### src/core/tft_defines.vh
`ifndef TFT_DEFINES_VH
`define TFT_DEFINES_VH

// ----------------------------------------
// Register indexes, byte address is four times the index
// ----------------------------------------
`define TFT_IDX_PA_LO 6'h16
`define TFT_IDX_PA_HI 6'h17
`define TFT_IDX_TX_LEAD 6'h18
`define TFT_IDX_BCN 6'h1A
`define TFT_IDX_NRM 6'h1B
`define TFT_IDX_GTS1 6'h1C
`define TFT_IDX_GTS2 6'h1D

// ----------------------------------------
// Reset values
// ----------------------------------------
`define TFT_RST_PA_LO 8'h29
`define TFT_RST_PA_MSB 1'b0
`define TFT_RST_PA_SYM 4'h1
`define TFT_RST_TX_SYM 4'h2
`define TFT_RST_TX_HI 2'h0
`define TFT_RST_FIFO_EN 1'b1
`define TFT_RST_CTL 8'h00

// ----------------------------------------
// Field positions
// ----------------------------------------
`define TFT_TRIG_BIT 0
`define TFT_SEC_BIT 1
`define TFT_ACK_BIT 2
`define TFT_IND_BIT 3
`define TFT_FP_BIT 4
`define TFT_FIFO_EN_BIT 7
`define TFT_PA_MSB_BIT 0
`define TFT_PA_SYM_HI 4
`define TFT_PA_SYM_LO 1
`define TFT_TX_SYM_HI 5
`define TFT_TX_SYM_LO 2
`define TFT_TX_TICK_HI 1
`define TFT_TX_TICK_LO 0
`define TFT_RETRY_HI 7
`define TFT_RETRY_LO 6
`define TFT_SLOT_HI 5
`define TFT_SLOT_LO 3

// ----------------------------------------
// Timing
// ----------------------------------------
`define TFT_CLK_PERIOD_NS 25
`define TFT_TICK_NS 50
`define TFT_SYMBOL_NS 16000
`define TFT_TICK_CYC ((`TFT_TICK_NS + `TFT_CLK_PERIOD_NS - 1) / `TFT_CLK_PERIOD_NS)
`define TFT_SYM_CYC ((`TFT_SYMBOL_NS + `TFT_CLK_PERIOD_NS - 1) / `TFT_CLK_PERIOD_NS)

`endif

### src/core/tft_tx_ctrl.v
// Function
// - PA lead ticks: nine bits, 50 ns units, low byte 0x16, msb 0x17 bit0.
// - PA lead symbols in 0x17 bits 4..1, reset one, minimum one; a write of zero is stored as zero.
// - TX lead symbols in 0x18 bits 5..2, reset two, software should use six.
// - TX lead ticks nine bits, upper two in 0x18 bits 1..0, reset 0x028.
// - Writing one to 0x1A bit0 sends beacon frame; hardware clears it.
// - 0x1A bit1 selects beacon security, reset zero.
// - Writing one to 0x1B bit0 sends normal frame; hardware clears it.
// - 0x1B bit2 requests acknowledgement with retransmission for normal frame.
// - 0x1B bit3 enables indirect normal transmission, coordinator only, reset off.
// - 0x1B bit4 reads frame-pending bit of last received acknowledgement.
// - 0x1B bit1 enables normal frame security, reset off.
// - Normal indirect, ack and security bits clear when the normal frame is launched.
// - 0x1C bits 7..6 take retry count; read returns retries used.
// - 0x1C bits 5..3 hold GTS1 slot number.
// - 0x1C bit2 requests acknowledgement with retransmission for GTS1.
// - 0x1C bit1 enables GTS1 security, reset zero.
// - Writing one to 0x1C bit0 sends GTS1 frame; hardware clears it.
// - 0x1D gives GTS2 retry and slot fields like 0x1C.
// - 0x1D ack, security and trigger bits as for GTS1.
`timescale 1ns/100ps
`include "tft_defines.vh"

module tft_tx_ctrl (
  input wire ref_clk,
  input wire rst,
  input wire clk_en,
  input wire [7:0] avs_address,
  input wire avs_read,
  input wire avs_write,
  input wire [31:0] avs_writedata,
  input wire [3:0] avs_byteenable,
  output reg [31:0] avs_readdata,
  output wire avs_waitrequest,
  input wire [6:0] tx_lead_ticks_low,
  input wire ack_received,
  input wire ack_frame_pending,
  input wire [1:0] gts_sent_ok,
  input wire [3:0] gts_retries_used,
  input wire tx_done,
  output reg [3:0] launch_fifo,
  output reg launch_security,
  output reg launch_ack_request,
  output reg launch_indirect,
  output reg [1:0] launch_retry_count,
  output reg [2:0] launch_slot_number,
  output reg packet_start,
  output reg pa_enable,
  output reg tx_enable,
  output wire tx_fifo_enable
);

  // ----------------------------------------
  // Sequencer states
  // ----------------------------------------
  localparam [2:0] ST_IDLE = 3'b001;
  localparam [2:0] ST_LEAD = 3'b010;
  localparam [2:0] ST_SEND = 3'b100;

  // ----------------------------------------
  // Helper functions
  // ----------------------------------------
  function reg_hit;
    input [7:0] addr;
    input [5:0] idx;
    begin
      reg_hit = (addr[7:2] == idx) && (addr[1:0] == 2'h0);
    end
  endfunction

  function [15:0] lead_cyc;
    input [3:0] sym;
    input [8:0] tick;
    reg [31:0] tmp;
    begin
      tmp = sym * `TFT_SYM_CYC + tick * `TFT_TICK_CYC;
      lead_cyc = tmp[15:0];
    end
  endfunction

  // ----------------------------------------
  // Bus slave handshake
  // ----------------------------------------
  reg ack_ff;
  wire req;
  wire wr_en;
  wire [7:0] wd;

  assign req = avs_read | avs_write;
  assign avs_waitrequest = req & ~ack_ff;
  assign wr_en = avs_write & ack_ff & avs_byteenable[0];
  assign wd = avs_writedata[7:0];

  always @(posedge ref_clk or posedge rst) begin
    if (rst) begin
      ack_ff <= 1'b0;
    end else if (clk_en) begin
      ack_ff <= req & ~ack_ff;
    end
  end

  // ----------------------------------------
  // Lead time and FIFO enable registers
  // ----------------------------------------
  reg [7:0] pa_lo_ff;
  reg pa_msb_ff;
  reg [3:0] pa_sym_ff;
  reg [3:0] tx_sym_ff;
  reg [1:0] tx_hi_ff;
  reg fifo_en_ff;

  always @(posedge ref_clk or posedge rst) begin
    if (rst) begin
      pa_lo_ff <= `TFT_RST_PA_LO;
      pa_msb_ff <= `TFT_RST_PA_MSB;
      pa_sym_ff <= `TFT_RST_PA_SYM;
      tx_sym_ff <= `TFT_RST_TX_SYM;
      tx_hi_ff <= `TFT_RST_TX_HI;
      fifo_en_ff <= `TFT_RST_FIFO_EN;
    end else if (clk_en) begin
      if (wr_en && reg_hit(avs_address, `TFT_IDX_PA_LO)) begin
        pa_lo_ff <= wd;
      end
      if (wr_en && reg_hit(avs_address, `TFT_IDX_PA_HI)) begin
        pa_msb_ff <= wd[`TFT_PA_MSB_BIT];
        pa_sym_ff <= wd[`TFT_PA_SYM_HI:`TFT_PA_SYM_LO];
      end
      if (wr_en && reg_hit(avs_address, `TFT_IDX_TX_LEAD)) begin
        tx_sym_ff <= wd[`TFT_TX_SYM_HI:`TFT_TX_SYM_LO];
        tx_hi_ff <= wd[`TFT_TX_TICK_HI:`TFT_TX_TICK_LO];
        fifo_en_ff <= wd[`TFT_FIFO_EN_BIT];
      end
    end
  end

  assign tx_fifo_enable = fifo_en_ff;

  // ----------------------------------------
  // Launch arbitration
  // ----------------------------------------
  reg [2:0] state_ff;
  reg [2:0] nxt_state;
  reg bcn_trig_ff;
  reg nrm_trig_ff;
  wire [15:0] gts_ctl;
  wire [3:0] pend;
  reg [3:0] nxt_launch;
  wire can_launch;

  assign pend = {gts_ctl[8 + `TFT_TRIG_BIT], gts_ctl[`TFT_TRIG_BIT], nrm_trig_ff, bcn_trig_ff};
  assign can_launch = (state_ff == ST_IDLE) & fifo_en_ff;

  // Beacon first, then normal, then GTS1, then GTS2
  always @* begin
    nxt_launch = 4'h0;
    if (can_launch) begin
      if (pend[0]) begin
        nxt_launch = 4'h1;
      end else if (pend[1]) begin
        nxt_launch = 4'h2;
      end else if (pend[2]) begin
        nxt_launch = 4'h4;
      end else if (pend[3]) begin
        nxt_launch = 4'h8;
      end
    end
  end

  // ----------------------------------------
  // Beacon and normal FIFO control
  // ----------------------------------------
  reg bcn_sec_ff;
  reg nrm_sec_ff;
  reg nrm_ack_ff;
  reg nrm_ind_ff;
  reg fp_ff;
  wire wr_bcn;
  wire wr_nrm;

  assign wr_bcn = wr_en & reg_hit(avs_address, `TFT_IDX_BCN);
  assign wr_nrm = wr_en & reg_hit(avs_address, `TFT_IDX_NRM);

  always @(posedge ref_clk or posedge rst) begin
    if (rst) begin
      bcn_sec_ff <= 1'b0;
      bcn_trig_ff <= 1'b0;
      nrm_sec_ff <= 1'b0;
      nrm_ack_ff <= 1'b0;
      nrm_ind_ff <= 1'b0;
      nrm_trig_ff <= 1'b0;
      fp_ff <= 1'b0;
    end else if (clk_en) begin
      if (wr_bcn) begin
        bcn_sec_ff <= wd[`TFT_SEC_BIT];
      end
      bcn_trig_ff <= (bcn_trig_ff & ~nxt_launch[0]) | (wr_bcn & wd[`TFT_TRIG_BIT]);
      nrm_trig_ff <= (nrm_trig_ff & ~nxt_launch[1]) | (wr_nrm & wd[`TFT_TRIG_BIT]);
      if (wr_nrm) begin
        nrm_sec_ff <= wd[`TFT_SEC_BIT];
        nrm_ack_ff <= wd[`TFT_ACK_BIT];
        nrm_ind_ff <= wd[`TFT_IND_BIT];
      end else if (nxt_launch[1]) begin
        nrm_sec_ff <= 1'b0;
        nrm_ack_ff <= 1'b0;
        nrm_ind_ff <= 1'b0;
      end
      if (ack_received) begin
        fp_ff <= ack_frame_pending;
      end
    end
  end

  // ----------------------------------------
  // GTS1 and GTS2 FIFO control
  // ----------------------------------------
  genvar gi;
  generate
    for (gi = 0; gi < 2; gi = gi + 1) begin : g_gts
      reg [7:0] ctl_ff;
      wire wr_g;
      assign wr_g = wr_en & reg_hit(avs_address, (gi == 0) ? `TFT_IDX_GTS1 : `TFT_IDX_GTS2);
      assign gts_ctl[8 * gi + 7:8 * gi] = ctl_ff;

      always @(posedge ref_clk or posedge rst) begin
        if (rst) begin
          ctl_ff <= `TFT_RST_CTL;
        end else if (clk_en) begin
          if (gts_sent_ok[gi]) begin
            ctl_ff[`TFT_RETRY_HI:`TFT_RETRY_LO] <= gts_retries_used[2 * gi + 1:2 * gi];
          end else if (wr_g) begin
            ctl_ff[`TFT_RETRY_HI:`TFT_RETRY_LO] <= wd[`TFT_RETRY_HI:`TFT_RETRY_LO];
          end
          if (wr_g) begin
            ctl_ff[`TFT_SLOT_HI:`TFT_SLOT_LO] <= wd[`TFT_SLOT_HI:`TFT_SLOT_LO];
            ctl_ff[`TFT_ACK_BIT] <= wd[`TFT_ACK_BIT];
            ctl_ff[`TFT_SEC_BIT] <= wd[`TFT_SEC_BIT];
          end
          ctl_ff[`TFT_TRIG_BIT] <= (ctl_ff[`TFT_TRIG_BIT] & ~nxt_launch[2 + gi])
            | (wr_g & wd[`TFT_TRIG_BIT]);
        end
      end
    end
  endgenerate

  // ----------------------------------------
  // Read data
  // ----------------------------------------
  reg [7:0] rd_byte;

  always @* begin
    rd_byte = 8'h00;
    if (reg_hit(avs_address, `TFT_IDX_PA_LO)) begin
      rd_byte = pa_lo_ff;
    end else if (reg_hit(avs_address, `TFT_IDX_PA_HI)) begin
      rd_byte = {3'h0, pa_sym_ff, pa_msb_ff};
    end else if (reg_hit(avs_address, `TFT_IDX_TX_LEAD)) begin
      rd_byte = {fifo_en_ff, 1'b0, tx_sym_ff, tx_hi_ff};
    end else if (reg_hit(avs_address, `TFT_IDX_BCN)) begin
      rd_byte = {6'h00, bcn_sec_ff, bcn_trig_ff};
    end else if (reg_hit(avs_address, `TFT_IDX_NRM)) begin
      rd_byte = {3'h0, fp_ff, nrm_ind_ff, nrm_ack_ff, nrm_sec_ff, nrm_trig_ff};
    end else if (reg_hit(avs_address, `TFT_IDX_GTS1)) begin
      rd_byte = gts_ctl[7:0];
    end else if (reg_hit(avs_address, `TFT_IDX_GTS2)) begin
      rd_byte = gts_ctl[15:8];
    end
  end

  always @(posedge ref_clk or posedge rst) begin
    if (rst) begin
      avs_readdata <= 32'h00000000;
    end else if (clk_en) begin
      if (avs_read & ~ack_ff) begin
        avs_readdata <= {24'h000000, rd_byte};
      end
    end
  end

  // ----------------------------------------
  // Launch configuration capture
  // ----------------------------------------
  always @(posedge ref_clk or posedge rst) begin
    if (rst) begin
      launch_fifo <= 4'h0;
      launch_security <= 1'b0;
      launch_ack_request <= 1'b0;
      launch_indirect <= 1'b0;
      launch_retry_count <= 2'h0;
      launch_slot_number <= 3'h0;
    end else if (clk_en) begin
      launch_fifo <= nxt_launch;
      if (nxt_launch[0]) begin
        launch_security <= bcn_sec_ff;
        launch_ack_request <= 1'b0;
        launch_indirect <= 1'b0;
        launch_retry_count <= 2'h0;
        launch_slot_number <= 3'h0;
      end else if (nxt_launch[1]) begin
        launch_security <= nrm_sec_ff;
        launch_ack_request <= nrm_ack_ff;
        launch_indirect <= nrm_ind_ff;
        launch_retry_count <= 2'h0;
        launch_slot_number <= 3'h0;
      end else if (nxt_launch[2]) begin
        launch_security <= gts_ctl[`TFT_SEC_BIT];
        launch_ack_request <= gts_ctl[`TFT_ACK_BIT];
        launch_indirect <= 1'b0;
        launch_retry_count <= gts_ctl[`TFT_RETRY_HI:`TFT_RETRY_LO];
        launch_slot_number <= gts_ctl[`TFT_SLOT_HI:`TFT_SLOT_LO];
      end else if (nxt_launch[3]) begin
        launch_security <= gts_ctl[8 + `TFT_SEC_BIT];
        launch_ack_request <= gts_ctl[8 + `TFT_ACK_BIT];
        launch_indirect <= 1'b0;
        launch_retry_count <= gts_ctl[8 + `TFT_RETRY_HI:8 + `TFT_RETRY_LO];
        launch_slot_number <= gts_ctl[8 + `TFT_SLOT_HI:8 + `TFT_SLOT_LO];
      end
    end
  end

  // ----------------------------------------
  // Lead time sequencer
  // ----------------------------------------
  reg [15:0] cnt_ff;
  reg [15:0] nxt_cnt;
  wire [15:0] tx_lead;
  wire [15:0] pa_lead;

  // lead time from symbols and ticks
  assign tx_lead = lead_cyc(tx_sym_ff, {tx_hi_ff, tx_lead_ticks_low});
  assign pa_lead = lead_cyc(pa_sym_ff, {pa_msb_ff, pa_lo_ff});

  always @* begin
    nxt_state = state_ff;
    nxt_cnt = cnt_ff;
    case (state_ff)
      ST_IDLE: begin
        if (nxt_launch != 4'h0) begin
          nxt_state = ST_LEAD;
          nxt_cnt = (tx_lead == 16'h0000) ? 16'h0001 : tx_lead;
        end
      end
      ST_LEAD: begin
        if (cnt_ff <= 16'h0001) begin
          nxt_state = ST_SEND;
          nxt_cnt = 16'h0000;
        end else begin
          nxt_cnt = cnt_ff - 16'h0001;
        end
      end
      ST_SEND: begin
        if (tx_done) begin
          nxt_state = ST_IDLE;
        end
      end
      default: begin
        nxt_state = ST_IDLE;
        nxt_cnt = 16'h0000;
      end
    endcase
  end

  always @(posedge ref_clk or posedge rst) begin
    if (rst) begin
      state_ff <= ST_IDLE;
      cnt_ff <= 16'h0000;
      packet_start <= 1'b0;
      pa_enable <= 1'b0;
      tx_enable <= 1'b0;
    end else if (clk_en) begin
      state_ff <= nxt_state;
      cnt_ff <= nxt_cnt;
      packet_start <= (state_ff == ST_LEAD) && (nxt_state == ST_SEND);
      tx_enable <= (nxt_state == ST_LEAD) || (nxt_state == ST_SEND);
      pa_enable <= ((nxt_state == ST_LEAD) && (nxt_cnt <= pa_lead))
        || (nxt_state == ST_SEND);
    end
  end

endmodule

### config.mk
export PLATFORM = sky130hd
export DESIGN_NAME = tft_tx_ctrl
export DESIGN_NICKNAME = d
export VERILOG_FILES = /design/src/core/tft_tx_ctrl.v
export VERILOG_INCLUDE_DIRS = /design/src /design/src/core
export SDC_FILE = /design/constraint.sdc
export NUM_CORES = 1
export LEC_CHECK = 0
export BUFFER_PORTS_ARGS = -buffer_cell sky130_fd_sc_hd__buf_4
export CORE_UTILIZATION = 24
export CTS_BUF_LIST = sky130_fd_sc_hd__clkbuf_16
export CTS_CLUSTER_SIZE = 24
export DETAILED_ROUTE_END_ITERATION = 8
export PLACE_DENSITY = 0.51
export SETUP_SLACK_MARGIN = 0.4
export SYNTH_ARGS = -nofsm -noshare
export SYNTH_HDL_FRONTEND = slang
export SYNTH_SLANG_ARGS = --single-unit
### constraint.sdc
create_clock -name ref_clk -period 5.8 [get_ports ref_clk]
set_clock_uncertainty 0.1 [all_clocks]
set_input_delay 0.29 -clock ref_clk [delete_from_list [all_inputs] [get_ports ref_clk]]
set_output_delay 0.29 -clock ref_clk [all_outputs]
set_load 0.02 [all_outputs]
### Yosys cells after proc, flatten, opt, wreduce, memory -nomap -nowiden

Cells that the tools add are included.

| word-level totals | value |
|---|---|
| bits in registers | 86 |
| bits of input ports | 65 |

| cells by class | value |
|---|---|
| add/subtract/negate cells | 3 |
| $mul | 2 |
| order comparisons | 2 |
| equal/unequal tests | 12 |
| mux-type cells | 48 |
| bitwise gates (word level) | 27 |
| reduce and logical (&&, ||, !) cells | 32 |

Operators by type and width:

| operator | count |
|---|---|
| $mux 8 | 7 |
| $pmux 16 s3 | 1 |
| $eq 6x5->1 const B | 7 |
| $mux 16 | 2 |
| $add 14x10->15 | 2 |
| $reduce_and 2->1 | 12 |
| $mux 3 | 7 |
| $mux 4 | 5 |
| $and 1x1->1 | 17 |
| $le 16x1->1 const B | 1 |
| $le 16x15->1 | 1 |
| $logic_not 16->1 | 1 |
| $mux 1 | 16 |
| $mux 2 | 8 |
| $sub 16x1->16 const B | 1 |
| $mux 15 | 1 |
| $mul 4x3->7 const B | 2 |
| $logic_and 1x1->1 | 12 |
| $pmux 3 s3 | 1 |
| $eq 3x2->1 const B | 2 |
| $eq 3x3->1 const B | 2 |
| $reduce_bool 2->1 | 3 |
| $not 1->1 | 5 |
| $or 1x1->1 | 5 |
| 4 further kinds | 5 |

### Depth between registers and ports, before layout

| depth | value |
|---|---|
| depth after elaboration | 11 |
| gate-level depth with buffers | 16 |

### Least setup slack after synthesis

Ideal clock, no wire load.

| timing path | value |
|---|---|
| kind | reg2reg |
| start point | register tx_sym_ff[1] |
| end point | register pa_enable |
| setup time | 0.094 ns |
| data arrival time | 4.021 ns |
| setup slack | 1.585 ns |
| stages on the path, launching flop included | 15 |
| path buffers | 0 |
| cell sequence | dfstp_2 -> ha_1 -> ha_1 -> fa_1 -> nand2_1 -> or3_1 -> or4_1 -> o41ai_1 -> a21o_1 -> ha_1 -> and3_1 -> nand3_1 -> or3_1 -> or4_1 -> a211oi_1 |

| between the ends | value |
|---|---|
| cells in the longest elaborated chain, start to end | 9 |

Ends and longest elaborated chain:

| item | RTL line | RTL |
|---|---|---|
| start: declaration | tft_tx_ctrl.v:108 | `reg [3:0] tx_sym_ff;` |
| start signal: assignment | tft_tx_ctrl.v:117 | `` tx_sym_ff <= `TFT_RST_TX_SYM; `` |
| start signal: assignment | tft_tx_ctrl.v:129 | `` tx_sym_ff <= wd[`TFT_TX_SYM_HI:`TFT_TX_SYM_LO]; `` |
| $mul 4x3->7 (no line) (*) | -- |  |
| $add 14x10->15 (no line) (*) | -- |  |
| $logic_not 16->1 | tft_tx_ctrl.v:339 | `nxt_cnt = (tx_lead == 16'h0000) ? 16'h0001 : tx_lead;` |
| $mux 15 (*) | tft_tx_ctrl.v:339 |  |
| $mux 16 (*) | tft_tx_ctrl.v:337 | `if (nxt_launch != 4'h0) begin` |
| $pmux 16 s3 (*) | tft_tx_ctrl.v:335 | `case (state_ff)` |
| net nxt_cnt[14] | tft_tx_ctrl.v:324 | `reg [15:0] nxt_cnt;` |
| $le 16x15->1 (*) | tft_tx_ctrl.v:374 | `pa_enable <= ((nxt_state == ST_LEAD) && (nxt_cnt <= pa_lead))` |
| $logic_and 1x1->1 (*) | tft_tx_ctrl.v:374 |  |
| $logic_or 1x1->1 (*) | tft_tx_ctrl.v:375 | `\|\| (nxt_state == ST_SEND);` |
| end signal: assignment | tft_tx_ctrl.v:374 |  |
| end: declaration | tft_tx_ctrl.v:48 | `output reg pa_enable,` |

Mark *: on every way through the listed nets, which the timed path passes. The rest lies on a longest branch.
A chain may end at the register's enable or synchronous reset.

### Worst setup path in the final report

Same ends and word-level chain as after synthesis.

==> results by group <==
Power
  – Internal: 0.0009900 W
  – Sequential fraction of design power: 46.8%
  – Switching Fraction: between 20 and 30%
  – NetSw: 0.0003434 W
  – Clock power frac: 43.9%
  – Worst VDD drop: 0.0001480 V
  – Pwr/cell area: 200.8 nW/um2
  – Leakage power: 3.114 nW
  – Logic pwr share: under 10%

Synthesis
  – Synth warn: 0
  – Syn avg cell area: 9.222 um2
  – Commonest cells in the netlist: 79 x dfrtp_1, 67 x nand2_1, 51 x o21ai_0
  – Post-Synthesis Cells: 613
  – Synth area leader: dfrtp_1
  – Synth cell types: 68
  – Top-count cell post-synth: dfrtp_1
  – Sequential area share after synthesis: approximately two fifths
  – Top-area cell type share of the netlist area: 34.97%
  – Async S/R FF share, synth: between 90% and 100%
  – Synth Cell Area: around 5700 um2
  – Synth Flop Type: dfrtp_1
  – Post-synthesis sequential element count: 86
  – Top cells by area, synth: dfrtp_1 35%, ha_1 6.9%, mux2_2 6.0%
  – EDFF count, synth: 0

STA
  – Period utilisation layout: between 80% and 90%
  – Final hold vios: 0
  – RSZ-0062 raised after global routing: no
  – Rel. slew slack: between 20 and 30%
  – Final setup violation count: 0
  – Final Hold Slack: around 0.08 ns
  – Worst-margin pin slew: approximately 1.1 ns
  – Max-slew violations: 0
  – Fin Setup TNS: 0 ns
  – Fin crit period: around 4.7 ns
  – Fmax: 213.9 MHz

Setup path
  – Setup crit start: tx_sym_ff[1]
  – CP Capture Point: pa_enable
  – Worst r2r src: tx_sym_ff[1]
  – Worst endpoint required time: roughly 6 ns
  – Arrival time worst endpoint: slightly below 5 ns
  – Crit path max fanout: 5
  – Worst Setup End Kind: flop
  – R2R Setup Slk: roughly 1.1 ns
  – Setup CP Type: reg -> reg
  – Startpoint types: flop
  – Depth of the worst register-to-register path: 14
  – Reg2reg end: pa_enable

Floorplan
  – I/O pin count: about 110
  – DIE AREA: ~24000 um2
  – Die X: around 160 um
  – Die height: 155.5 um
  – Row count: between 50 and 60
  – Core Region: ~23000 um2
  – Initial core utilization: 24.74%

Global routing
  – First-pass GRT wire length: about 26 mm
  – GRT Util Overall: 13.80%
  – Initial antenna violation count: 0
  – Grt ovf: 0
  – Largest net degree at the start of global routing: 52
  – Vias in the first global route: 4414

Detailed routing
  – Remaining routing DRC violations: 0
  – Drt wl/cell: around 17 um
  – DRT Pass-1 Iters: 4
  – Number of DRC markers in iteration 0: ~330
  – Vias post-DR: 4699
  – Vias per cell: about 4.8
  – Antenna Nets Post-Route: 0
  – WL final: about 16 mm

Clock network
  – CTS Root Buffer Type: clkbuf_16
  – Clock Latency Late Sink: ~0.35 ns
  – H-tree Lvls: 3
  – Clock transition at the registers of the reported paths: ~0.060 ns
  – Num CTS Buffers: 9
  – CTS tree: built
  – Clock net sink count: 86
  – Setup bufs post-CTS: 0
  – Max clock buf depth: 2

Run status
  – Status: finished clean

Placed design
  – GP Congestion: roughly 0.86
  – DP Area: approximately 6300 um2
  – IO Port Bufs: 62
  – Placed cells: 962
  – Hpwl dp: 12.40 mm

Finish
  – Area Growth Syn to Fin: 17.44%
  – Final net count: around 760
  – Final Cell Area: approximately 6600 um2
  – Fillers: 2478
  – Layout cells sized above 1: approximately 18%
  – Layout Cells excl Fill: 980

Min path
  – Hold Crit Class: in -> reg

Flow run
  – Max-cap violations: 0
-- state kept, by name, indices dropped and copies added, names as in the netlist, 2 cells and up --
register / count
tx_sym_ff: 4
launch_retry_count: 2
launch_fifo: 4
cnt_ff: 16
avs_readdata: 8
g_gts.ctl_ff: 16
tx_hi_ff: 2
state_ff: 3
launch_slot_number: 3
pa_lo_ff: 8
pa_sym_ff: 4
-- worst min-delay path by stage --
| stage | from | to | depth (start not counted) |
|---|---|---|---|
| 3_5_place_dp | rst | launch_security | 2 |
| 2_1_floorplan | avs_writedata[5] | pa_lo_ff[5] | 2 |
| 4_1_cts | ack_frame_pending | fp_ff | 2 |
| 3_3_place_gp | rst | launch_security | 2 |
| 6_report | ack_frame_pending | fp_ff | 2 |
| 5_1_grt | ack_frame_pending | fp_ff | 2 |
-- worst max-delay path: stages (launching register included) --
cell and delay (ns):
dfstp_2 0.59, ha_1 0.26, ha_1 0.21, fa_1 0.57
nand2_1 0.13, or3_1 0.39, or4_1 0.53, o41ai_1 0.08
a21o_1 0.18, ha_1 0.16, and3_1 0.17, nand3_1 0.11
or3_1 0.44, or4_1 0.42, a211oi_1 0.25
-- area by class of cell --
| type | instances | area (um2) | share of cell area (%) |
|---|---|---|---|
| diodes | 1 | 2.502 | 0.03769 |
| clock buffers | 9 | 225.2 | 3.392 |
| clock inverters | 7 | 72.57 | 1.093 |
| inverters | 28 | 106.4 | 1.602 |
| multi-input cells | 470 | 3182 | 47.93 |
| flip-flops and latches | 86 | 2161 | 32.55 |
| well taps | 313 | 391.6 | 5.899 |
| repair buffers | 66 | 498.0 | 7.501 |
-- routing by layer --
layer / track usage [%] / routed length [um]
met4: 4.809 / 221
met1: 19.64 / 7927
met3: 2.117 / 622
met2: 21.10 / 7412
met5: 0 / 0
-- cell families (layout without fill, tap and decap cells) --
group	after synthesis	count (layout)	synth area share (%)
xor gates and xnor gates	8	8	1.239
muxes	36	36	7.038
AOI/OAI and AO/OA	171	171	20.81
other	1	25	0.06634
DFF	86	86	38.23
buffers and inverters	80	110	7.016
adders and majority gates	35	35	8.278
and+or+nand+nor	196	196	17.33
-- power groups by stage --
stage               Sequential (W)  Clock [W]  Combinational, W
floorplan                 0.000632          0         0.0000832
global placement          0.000634          0          0.000124
detailed placement        0.000634          0          0.000125
CTS                       0.000623   0.000604          0.000125
global route              0.000625   0.000630          0.000138
finish                    0.000623   0.000586          0.000124
-- metrics by stage --
step           setup slack [ns]  util (%)  power [W]
2_1_floorplan             1.586         -  0.0007150
3_3_place_gp              1.228     27.70  0.0007588
3_5_place_dp              1.156     27.70  0.0007592
4_1_cts                   1.153     29.05   0.001353
5_1_grt                  0.9024     29.05   0.001393
6_report                  1.126     29.06   0.001333
-- cell usage in the layout (no fill, tap or decap), drive strengths merged, types with 4 or more instances in the layout --
cell,synthesis,routed
xnor2,4,4
a21oi,19,19
xor2,4,4
mux2,30,30
fa,4,4
nor3,11,11
a221oi,9,9
nor4,7,7
a22oi,11,11
mux2i,6,6
dfstp,7,7
nand3,12,12
clkbuf,24,9
buf,28,65
or3,4,4
nor2b,5,5
nand2b,5,5
nand2,67,67
o32ai,4,4
or4,5,5
clkinv,1,5
a31oi,5,5
inv,27,29
a22o,14,14
o2bb2ai,6,6
conb,1,24
a221o,6,6
o31ai,7,7
and2,7,7
a21o,12,12
and3,4,4
dfrtp,79,79
ha,31,31
nor2,45,45
o21ai,55,55
nor3b,5,5
-- repair_timing --
item	in CTS	in global routing
hold buffers	1	0
resized for setup	0	0
endpoints found under the hold margin	34	0
Note: power is estimated with default switching activity, not from simulation.
